### src/pkg/dec_regs.svh
/*
 * Offsets, field positions, reset values and timing counts of the data
 * nonvolatile-memory control block.
 * Assumes a 250 MHz system clock.
 */
`ifndef DEC_REGS_SVH
`define DEC_REGS_SVH

// ----------------------------------------
// Register selects on the register port
// ----------------------------------------
`define DEC_SEL_ADDR_LOW 2'h0
`define DEC_SEL_ADDR_HIGH 2'h1
`define DEC_SEL_DATA 2'h2
`define DEC_SEL_CTL 2'h3

// ----------------------------------------
// Control register fields and reset
// ----------------------------------------
`define DEC_B_TSEL 7
`define DEC_B_WEN 6
`define DEC_B_WGO 5
`define DEC_B_MODE 4
`define DEC_B_PEN 3
`define DEC_B_PGO 2
`define DEC_B_REN 1
`define DEC_B_RGO 0
`define DEC_CTL_RESET 8'h00
`define DEC_BYTE_RESET 8'h00
`define DEC_HIGH_RESET 2'h0

// ----------------------------------------
// Cycle durations
// ----------------------------------------
`define DEC_CLK_NS 4
`define DEC_WIPE0_NS 3200000
`define DEC_PROG0_NS 2200000
`define DEC_WIPE1_NS 3700000
`define DEC_PROG1_NS 3000000
`define DEC_WIPE0_CYC (`DEC_WIPE0_NS / `DEC_CLK_NS)
`define DEC_PROG0_CYC (`DEC_PROG0_NS / `DEC_CLK_NS)
`define DEC_WIPE1_CYC (`DEC_WIPE1_NS / `DEC_CLK_NS)
`define DEC_PROG1_CYC (`DEC_PROG1_NS / `DEC_CLK_NS)

`endif

### src/pkg/dec_pkg.sv
/*
 * Types of the data nonvolatile-memory control block.
 * Assumes nothing of its surroundings.
 */
package dec_pkg;
	typedef enum logic [2:0] {
		ST_IDLE = 3'h0,
		ST_READ_ISSUE = 3'h1,
		ST_READ_TAKE = 3'h2,
		ST_WIPE = 3'h3,
		ST_PROG = 3'h4
	} dec_state_type;
endpackage : dec_pkg

### src/pkg/dec_tmr_if.sv
/*
 * Link between the control logic and its cycle timer.
 * Assumes both ends share one clock.
 */
`timescale 1ns/1ns
`default_nettype none
interface dec_tmr_if;
	logic start;
	logic [31:0] cycles;
	logic done;
	logic busy;
	modport ctl (output start, output cycles, input done, input busy);
	modport tmr (input start, input cycles, output done, output busy);
endinterface : dec_tmr_if
`default_nettype wire

### src/core/dec_timer.sv
/*
 * Cycle timer for wipe and program cycles.
 * Assumes start is a one-cycle pulse given only while not busy.
 */
`timescale 1ns/1ns
`default_nettype none
module dec_timer import dec_pkg::*; (
	// Clock and reset
	input wire logic clk,
	input wire logic rst_b,
	// Control side
	dec_tmr_if.tmr tmr
);
	logic [31:0] count;

	always_ff @(posedge clk or negedge rst_b) begin
		if (!rst_b) begin
			count <= 32'h0;
			tmr.busy <= 1'b0;
			tmr.done <= 1'b0;
		end else begin
			tmr.done <= 1'b0;
			if (tmr.start) begin
				count <= tmr.cycles - 32'h1;
				tmr.busy <= 1'b1;
			end else if (tmr.busy) begin
				if (count == 32'h0) begin
					tmr.busy <= 1'b0;
					tmr.done <= 1'b1;
				end else begin
					count <= count - 32'h1;
				end
			end
		end
	end
endmodule : dec_timer
`default_nettype wire

### src/core/dec_control.sv
/*
 * Control logic of a 1K x 8 data nonvolatile memory: address, data and
 * control registers, page buffer, read/program/wipe sequencing.
 * Assumes the array answers a read one cycle after arrayRead and applies
 * a commit (masked page write, zeros on wipe) on its own.
 */
`timescale 1ns/1ns
`default_nettype none
`include "dec_regs.svh"
module dec_control import dec_pkg::*; #(
	parameter int unsigned WIPE_CYC0 = `DEC_WIPE0_CYC,
	parameter int unsigned PROG_CYC0 = `DEC_PROG0_CYC,
	parameter int unsigned WIPE_CYC1 = `DEC_WIPE1_CYC,
	parameter int unsigned PROG_CYC1 = `DEC_PROG1_CYC
) (
	// Clock and reset
	input wire logic clk,
	input wire logic rst_b,
	// Register port
	input wire logic regWrEn,
	input wire logic [1:0] regSel,
	input wire logic [7:0] regWrData,
	output logic [7:0] regRdData,
	// Array side
	output logic [9:0] arrayAddr,
	output logic arrayRead,
	input wire logic [7:0] arrayRdData,
	output logic arrayCommit,
	output logic arrayErase,
	output logic [15:0] arrayMask,
	output logic [127:0] arrayData,
	// Events
	output logic completeEvent
);
	logic [7:0] ctl;
	logic [7:0] next_ctl;
	logic [7:0] addrLow;
	logic [1:0] addrHigh;
	logic [7:0] dataReg;
	logic [7:0] pageBuf [16];
	logic [15:0] bufTag;
	logic [127:0] bufFlat;
	dec_state_type state;
	dec_state_type next_state;
	dec_tmr_if tmr ();

	dec_timer uTimer (
		.clk(clk),
		.rst_b(rst_b),
		.tmr(tmr.tmr)
	);

	// ----------------------------------------
	// Decode
	// ----------------------------------------
	wire ctlWr = regWrEn && (regSel == `DEC_SEL_CTL);
	wire dataWr = regWrEn && (regSel == `DEC_SEL_DATA);
	wire idle = (state == ST_IDLE);
	wire pageMode = ctl[`DEC_B_MODE];
	wire slowTime = ctl[`DEC_B_TSEL];
	// Enables are tested in their stored form, so a write raising both
	// enable and start together starts nothing
	wire goWipe = ctlWr && regWrData[`DEC_B_WGO] && ctl[`DEC_B_WEN] && idle;
	wire goProg = ctlWr && regWrData[`DEC_B_PGO] && ctl[`DEC_B_PEN] && idle;
	wire goRead = ctlWr && regWrData[`DEC_B_RGO] && ctl[`DEC_B_REN] && idle;
	wire finish = tmr.done && (state == ST_WIPE || state == ST_PROG);
	wire wiping = (state == ST_WIPE);
	wire opOk = wiping ? ctl[`DEC_B_WEN] : ctl[`DEC_B_PEN];
	wire [3:0] nib = addrLow[3:0];
	wire [3:0] nibNext = (nib == 4'hf) ? nib : nib + 4'h1;
	wire stepAddr = pageMode && ((dataWr && idle) || state == ST_READ_TAKE);
	wire wipeFall = ctl[`DEC_B_WEN] && !next_ctl[`DEC_B_WEN];
	wire [15:0] byteMask = 16'h0001 << nib;
	wire [7:0] rdMux = (regSel == `DEC_SEL_ADDR_LOW) ? addrLow :
		(regSel == `DEC_SEL_ADDR_HIGH) ? {6'h00, addrHigh} :
		(regSel == `DEC_SEL_DATA) ? dataReg : ctl;

	assign tmr.start = goWipe || goProg;
	assign tmr.cycles = goWipe ? (slowTime ? WIPE_CYC1 : WIPE_CYC0)
		: (slowTime ? PROG_CYC1 : PROG_CYC0);
	assign arrayAddr = {addrHigh, addrLow};

	always_comb begin
		for (int i = 0; i < 16; i++) begin
			bufFlat[i*8 +: 8] = pageBuf[i];
		end
	end

	// ----------------------------------------
	// Control register next value
	// ----------------------------------------
	// Start bits are owned by hardware once set: software can raise
	// them through the gates above but cannot drop a running cycle
	always_comb begin
		next_ctl = ctl;
		if (ctlWr) begin
			next_ctl = regWrData;
			next_ctl[`DEC_B_WGO] = ctl[`DEC_B_WGO] || goWipe;
			next_ctl[`DEC_B_PGO] = ctl[`DEC_B_PGO] || goProg;
			next_ctl[`DEC_B_RGO] = ctl[`DEC_B_RGO] || goRead;
		end
		if (finish && wiping) begin
			next_ctl[`DEC_B_WGO] = 1'b0;
			next_ctl[`DEC_B_WEN] = 1'b0;
		end
		if (finish && !wiping) begin
			next_ctl[`DEC_B_PGO] = 1'b0;
		end
		if (state == ST_READ_TAKE) begin
			next_ctl[`DEC_B_RGO] = 1'b0;
		end
	end

	// ----------------------------------------
	// Sequencer
	// ----------------------------------------
	always_comb begin
		next_state = state;
		unique case (state)
			ST_IDLE: begin
				if (goWipe) begin
					next_state = ST_WIPE;
				end else if (goProg) begin
					next_state = ST_PROG;
				end else if (goRead) begin
					next_state = ST_READ_ISSUE;
				end
			end
			ST_READ_ISSUE: next_state = ST_READ_TAKE;
			ST_READ_TAKE: next_state = ST_IDLE;
			ST_WIPE, ST_PROG: begin
				if (tmr.done) begin
					next_state = ST_IDLE;
				end
			end
			default: next_state = ST_IDLE;
		endcase
	end

	always_ff @(posedge clk or negedge rst_b) begin
		if (!rst_b) begin
			state <= ST_IDLE;
			ctl <= `DEC_CTL_RESET;
		end else begin
			state <= next_state;
			ctl <= next_ctl;
		end
	end

	// ----------------------------------------
	// Address and data registers
	// ----------------------------------------
	always_ff @(posedge clk or negedge rst_b) begin
		if (!rst_b) begin
			addrLow <= `DEC_BYTE_RESET;
			addrHigh <= `DEC_HIGH_RESET;
			dataReg <= `DEC_BYTE_RESET;
		end else begin
			if (regWrEn && regSel == `DEC_SEL_ADDR_LOW) begin
				addrLow <= regWrData;
			end else if (stepAddr) begin
				addrLow <= {addrLow[7:4], nibNext};
			end
			if (regWrEn && regSel == `DEC_SEL_ADDR_HIGH) begin
				addrHigh <= regWrData[1:0];
			end
			if (dataWr) begin
				dataReg <= regWrData;
			end else if (state == ST_READ_TAKE) begin
				dataReg <= arrayRdData;
			end
		end
	end

	// ----------------------------------------
	// Page buffer
	// ----------------------------------------
	// Data writes in page mode tag the byte; the tags also pick the bytes
	// that a page wipe clears
	always_ff @(posedge clk or negedge rst_b) begin
		if (!rst_b) begin
			bufTag <= 16'h0000;
			for (int i = 0; i < 16; i++) begin
				pageBuf[i] <= 8'h00;
			end
		end else if (wipeFall) begin
			bufTag <= 16'h0000;
			for (int i = 0; i < 16; i++) begin
				pageBuf[i] <= 8'h00;
			end
		end else if (dataWr && idle && pageMode) begin
			bufTag <= bufTag | byteMask;
			pageBuf[nib] <= regWrData;
		end
	end

	// ----------------------------------------
	// Outputs
	// ----------------------------------------
	always_ff @(posedge clk or negedge rst_b) begin
		if (!rst_b) begin
			regRdData <= 8'h00;
			arrayRead <= 1'b0;
			arrayCommit <= 1'b0;
			arrayErase <= 1'b0;
			arrayMask <= 16'h0000;
			arrayData <= 128'h0;
			completeEvent <= 1'b0;
		end else begin
			regRdData <= rdMux;
			arrayRead <= goRead;
			arrayCommit <= finish && opOk;
			arrayErase <= finish && wiping;
			completeEvent <= finish;
			if (finish) begin
				arrayMask <= pageMode ? bufTag : byteMask;
				arrayData <= wiping ? 128'h0
					: (pageMode ? bufFlat : {16{dataReg}});
			end
		end
	end
endmodule : dec_control
`default_nettype wire

### config.mk
export PLATFORM = sky130hd
export DESIGN_NAME = dec_control
export DESIGN_NICKNAME = d
export VERILOG_FILES = /design/src/pkg/dec_pkg.sv /design/src/pkg/dec_tmr_if.sv /design/src/core/dec_timer.sv /design/src/core/dec_control.sv
export VERILOG_INCLUDE_DIRS = /design/src /design/src/pkg
export SDC_FILE = /design/constraint.sdc
export NUM_CORES = 1
export LEC_CHECK = 0
export BUFFER_PORTS_ARGS = -buffer_cell sky130_fd_sc_hd__buf_2
export CAP_MARGIN = 15
export CORE_UTILIZATION = 30
export CTS_CLUSTER_DIAMETER = 150
export CTS_CLUSTER_SIZE = 10
export DETAILED_ROUTE_END_ITERATION = 10
export PLACE_DENSITY = 0.52
export SLEW_MARGIN = 20
export SYNTH_ARGS = -nofsm -noshare
export SYNTH_HDL_FRONTEND = slang
export SYNTH_SLANG_ARGS = --single-unit
export TNS_END_PERCENT = 100
### constraint.sdc
create_clock -name clk -period 5.2 [get_ports clk]
set_input_delay 0.52 -clock clk [delete_from_list [all_inputs] [get_ports clk]]
set_output_delay 0.52 -clock clk [all_outputs]
set_load 0.005 [all_outputs]
# After elaboration in Yosys (flattened, before gate mapping)
# Index checks and enable logic that the tools add are counted.
# totals
out_inout_bits	166
reg_bits	363
# op_classes
n_eq_ne	12
n_bitwise	2
mux	40
n_reduce_logical	44
n_lt_le_gt_ge	2
shift	1
addsub	3
# op_table
operator	count
$mux W128	4
$bwmux W128	1
$mux W32	3
$mux W8	7
$mux W16	3
$mux W18	2
$demux W8 S4	1
$logic_not A32 Y1	1
$sub A32 B1 Y32 const B	1
$logic_and A1 B1 Y1	22
$sub A20 B1 Y21 const B	1
$mux W19	1
$or A16 B16 Y16	1
$shl A1 B4 Y16 const A	1
$reduce_bool A2 Y1	7
$mux W3	4
$mux W1	9
$pmux W3 S3	1
$mux W4	2
$mux W7	1
$eq A3 B2 Y1 const B	2
$logic_or A1 B1 Y1	6
$reduce_and A2 Y1	3
$ge A5 B5 Y1 const B	1
other kinds (16)	19

# Depth between registers and ports, before layout
# logic_depth
ltp_word	11
ltp_mapped	11
depth_no_buf	10

# Modules after synthesis
# Synthesis repeated with hierarchy kept, for this count alone.
# hier_totals
hier_cells	1838
hier_area_um2	16971.3
# modules_own_cells
mod	cells_each	n_inst	area_each_um2	seq_area_each_um2
dec_control	1464	1	13975.9	8232.9
dec_timer	374	1	2995.4	850.8

# Least setup slack after synthesis
# Ideal clock, no wire load.
# synth_path
path_kind	reg-to-reg
start	register state[1]
end	register uTimer.count[14]
setup_slack_ns	2.561
setup_ns	0.064
path_stages_with_launch	11
synth_period_minus_slack_ns	2.639
t_required_ns	5.136
arrival_time_ns	2.574
n_path_buf	1
path_cell_list	dfrtp_1 clkbuf_1 or3_1 or2_2 nor2_1 inv_1 ha_1 o2111ai_1 mux2_2 o22ai_1 o21a_1
# synth_between
elab_chain_cells	5
word_cells_on_any_way	10
cone_classes	1 x add/sub; 1 x eq/ne; 2 x mux; 6 x reduce/logical
# synth_rtl
element	line_no	rtl
start, declared	dec_control.sv:43	dec_state_type state;
start signal, assigned	dec_control.sv:145	state <= next_state;
$logic_not A3 Y1 (*)	dec_control.sv:58	wire idle = (state == ST_IDLE);
$logic_and A1 B1 Y1, on equally long branches	dec_control.sv:63, dec_control.sv:64	
$mux W19 / $logic_or A1 B1 Y1 (equally long branches)	dec_control.sv:79, dec_control.sv:78	
$sub A20 B1 Y21 (tied with other cells)	dec_timer.sv:24	count <= tmr.cycles - 32'h1;
$mux W32 / $reduce_and A2 Y1 (equally long branches)	-	
end signal, assigned	dec_timer.sv:24	
end signal, assigned	dec_timer.sv:31	count <= count - 32'h1;
end, declared	dec_timer.sv:14	logic [31:0] count;
# Mark *: on every way between the ends. The rest lies on a longest branch, timed or not.
# A chain may end at the register's enable or synchronous reset.

# Worst setup path after layout
# Same ends and word-level chain as after synthesis.

==> qor.yml <==
worstHoldEndpoint: "dataReg[6]$_DFFE_PN0P_"
finalCriticalPeriod_ns: 2.96
synth_seq_cells: 363
cap_violations: 0
gr-usage-all-layers_pct: 19.7
status: "finished clean"
avgSynthCellArea_um2: 9.24
dieWidth_um: 231
cts-hold-fix-buffers: 1
fin_cells: 2511
syn_area_um2: 15700
antenna_found_initial: 1
slew_violations: 0
syn_nets: 1737
crit_arrival_ns: 3.46
path_buf_inv: 1
setup_violations: 0
top_level_ports: 187
period_share_pct: 57.0
synth_sequential_area_ratio_pct: 57.8
worst_hold_slack_ns: 0.263
total_power_uw: 7230
overflow: 0
hold-path-cell-count: 3
yosysWarnings: 0
place_inst: 2464
power_frac_seq_pct: 45.7
preCtsSetupSlack_ns: 1.86
reg2reg_from: "state[1]$_DFFE_PN0P_"
cts_tree: "yes"
final_hold_viol_count: 0
worstSetupPathType: "reg -> reg"
syn_to_final_growth_pct: 17.0
pwr-share-clk_pct: 36.0
wire_per_inst_um: 20.9
cts_resized: 0
max_freq_mhz: 338
drive_above_1_share_pct: 15.7
async_flop_share_pct: 100
diodes: 0
drtPass1Iterations: 5
hpwl_um: 34200
rrSetupSlack_ns: 2.24
fin_ws_ns: 2.24
synth_cell_types: 60
r2r_cells: 9
cp.required_ns: 5.70
slew_headroom_pct: 27.8
cellInternalPower_uw: 4910
combPwrFrac_pct: 18.3
hp-start: "arrayRdData[6]"
slowest_delay_ns: 0.50
leakagePower_uw: 0.00826
netSwitchingPower_uw: 2330
hp-class: "in -> reg"
worstMarginPinSlew_ns: 1.08
initial_core_util_pct: 30.5
postRouteAntennaNets: 0
rr_endpoint: "uTimer.count[14]$_DFFE_PN0P_"
grt_max_degree: 145
clk_pin_slew_worst_paths_ns: 0.06
slowest_stage: "or3_1"
io_buffers: 186
synth_ff_type: "dfrtp_1"
first_global_vias: 12900
switching_share_pct: 32.2
cp_top_family: "simple AND/OR/NAND/NOR gates"
fin_skew_ns: 0.0146
area.sequential_um2: 9090
powerDensity_nw_per_um2: 394
post-cts-setup-buffers: 0
cts_num_sinks: 363
cp_cell_sequence: "or3_1 > or2_2 > nor2_1 > inv_1 > ha_1 > o2111ai_1 > mux2_2 > o22ai_1 > o21a_1"
synth_edf_count: 0
num_rows: 83
drtIter0Drc: 1009
routed_wl_um: 52500
place_congestion: 0.819
die_y_um: 231
coreArea_um2: 51500
die_area_um2: 53300
clockBufferDepth: 3
syn-instance-count: 1700
rsz0062_at_grt: "false"
start_kind: "flip-flop"
root_buffer: "clkbuf_16"
end_kind: "flip-flop"
vias_per_cell: 5.16
vias: 13000
ir_worst_vdd_uv: 219
htree_levels: 2
grt_pass1_wl_um: 80500
multi_input_area_um2: 6150
cts_buffers: 42
nFillCells: 5324
clk_latency_ns: 0.56
crit_fanout: 9
drc: 0
setup_tns_ns: 0
nNetsFinal: 1866
## metrics by stage
step	utilization (%)	area, µm²
6_report	35.7	18400
3_3_place_gp	33.5	17300
4_1_cts	35.6	18400
2_1_floorplan	-	15700
5_1_grt	35.7	18400
3_5_place_dp	33.5	17300
## cell usage in the layout (no fill, tap or decap), types with 3 or more instances in the layout
| cell | instances |
|---|---|
| or4_1 | 15 |
| nand2_1 | 449 |
| nor3_1 | 11 |
| nor4_1 | 7 |
| mux2_2 | 12 |
| o31a_1 | 4 |
| buf_4 | 16 |
| or3_1 | 12 |
| nor2_1 | 69 |
| nand3_1 | 24 |
| o311ai_0 | 4 |
| nand4_1 | 6 |
| and3_1 | 3 |
| xnor2_1 | 4 |
| clkbuf_16 | 43 |
| o21ai_0 | 167 |
| mux2i_1 | 17 |
| o21ai_1 | 3 |
| nor2b_1 | 9 |
| dfrtp_1 | 362 |
| buf_12 | 3 |
| and2_1 | 3 |
| ha_1 | 16 |
| a31oi_1 | 10 |
| inv_1 | 14 |
| nor3_2 | 4 |
| a21oi_1 | 275 |
| a22oi_1 | 14 |
| nor3b_1 | 3 |
| nor2b_2 | 3 |
| o211ai_1 | 7 |
| buf_2 | 185 |
| o31ai_1 | 10 |
## sequential cells by signal, summed over array words and instances (netlist names)
register,count
arrayMask,16
dataReg,8
arrayData,128
arrayRead,1
bufFlat,128
bufTag,16
arrayCommit,1
addrHigh,2
completeEvent,1
state,3
arrayErase,1
uTimer.tmr.done,1
ctl,8
uTimer.count,32
addrLow,8
regRdData,8
uTimer.tmr.busy,1
## metal layers
| metal | part of all wire (%) | wire length (µm) | up-vias | global-route usage, % |
|---|---|---|---|---|
| met4 | 2.6 | 1380 | 2 | 6.75 |
| met3 | 6.6 | 3450 | 84 | 4.45 |
| li1 | - | - | 6061 | - |
| met2 | 46 | 24300 | 369 | 30.8 |
| met1 | 45 | 23400 | 6444 | 26.9 |
| met5 | 0.027 | 14 | - | 0 |
## worst max path at each step
stage,from,to,slack (ns),depth (start not counted)
finish,state[1]$_DFFE_PN0P_,uTimer.count[14]$_DFFE_PN0P_,2.24,9
global route,state[1]$_DFFE_PN0P_,uTimer.count[14]$_DFFE_PN0P_,1.99,10
CTS,state[1]$_DFFE_PN0P_,uTimer.count[14]$_DFFE_PN0P_,2.26,9
detailed placement,regSel[1],uTimer.count[14]$_DFFE_PN0P_,1.86,10
global placement,regSel[1],uTimer.count[14]$_DFFE_PN0P_,1.92,10
floorplan,state[1]$_DFFE_PN0P_,uTimer.count[14]$_DFFE_PN0P_,2.56,10
## cell usage after synthesis, drive strengths merged, types with 3 or more instances
master	number	area (µm²)
nand2	450	1690
dfrtp	363	9080
a21oi	275	1380
o21ai	170	851
clkbuf	106	398
nor2	70	265
nand3	25	125
mux2i	17	170
ha	16	200
or4	16	124
buf	15	68.8
nor3	15	80.1
a22oi	14	105
inv	14	52.6
nor2b	13	81.3
mux2	12	135
o31ai	12	118
or3	12	75.1
a31oi	10	62.6
nor4	8	56.3
nand4	7	50.1
o211ai	7	52.6
o311ai	4	35.0
o31a	4	35.0
xnor2	4	35.0
and2	3	18.8
and3	3	18.8
nand4b	3	41.3
nor3b	3	22.5
## cell type report
type	instances	area share [%]
inverter	14	0.286
tap	680	4.63
clock inverter	2	0.0953
sequential	363	49.5
multi-input combinational	1202	33.5
timing repair buffer	206	6.16
clock buffer	44	5.88
## cells by family after synthesis
group	after synthesis	synth area share (%)
fa+ha+maj	16	1.27
mux	31	2.23
buf+inv	135	3.31
simple gates	642	17.6
compound gates	507	17.4
flops	363	57.8
xor+xnor	6	0.335
## power groups by stage
stage	sequential, µW	clock, µW	combinational, µW
2_1_floorplan	3220	0	837
3_3_place_gp	3340	0	1320
3_5_place_dp	3350	0	1340
4_1_cts	3300	2680	1340
5_1_grt	3340	2770	1460
6_report	3310	2600	1320
## tightest hold or removal path, cell delays in order
cell	delay (ns)
buf_2	0.08
mux2i_1	0.06
o21ai_0	0.13
Power figures use the tool's default switching activity.
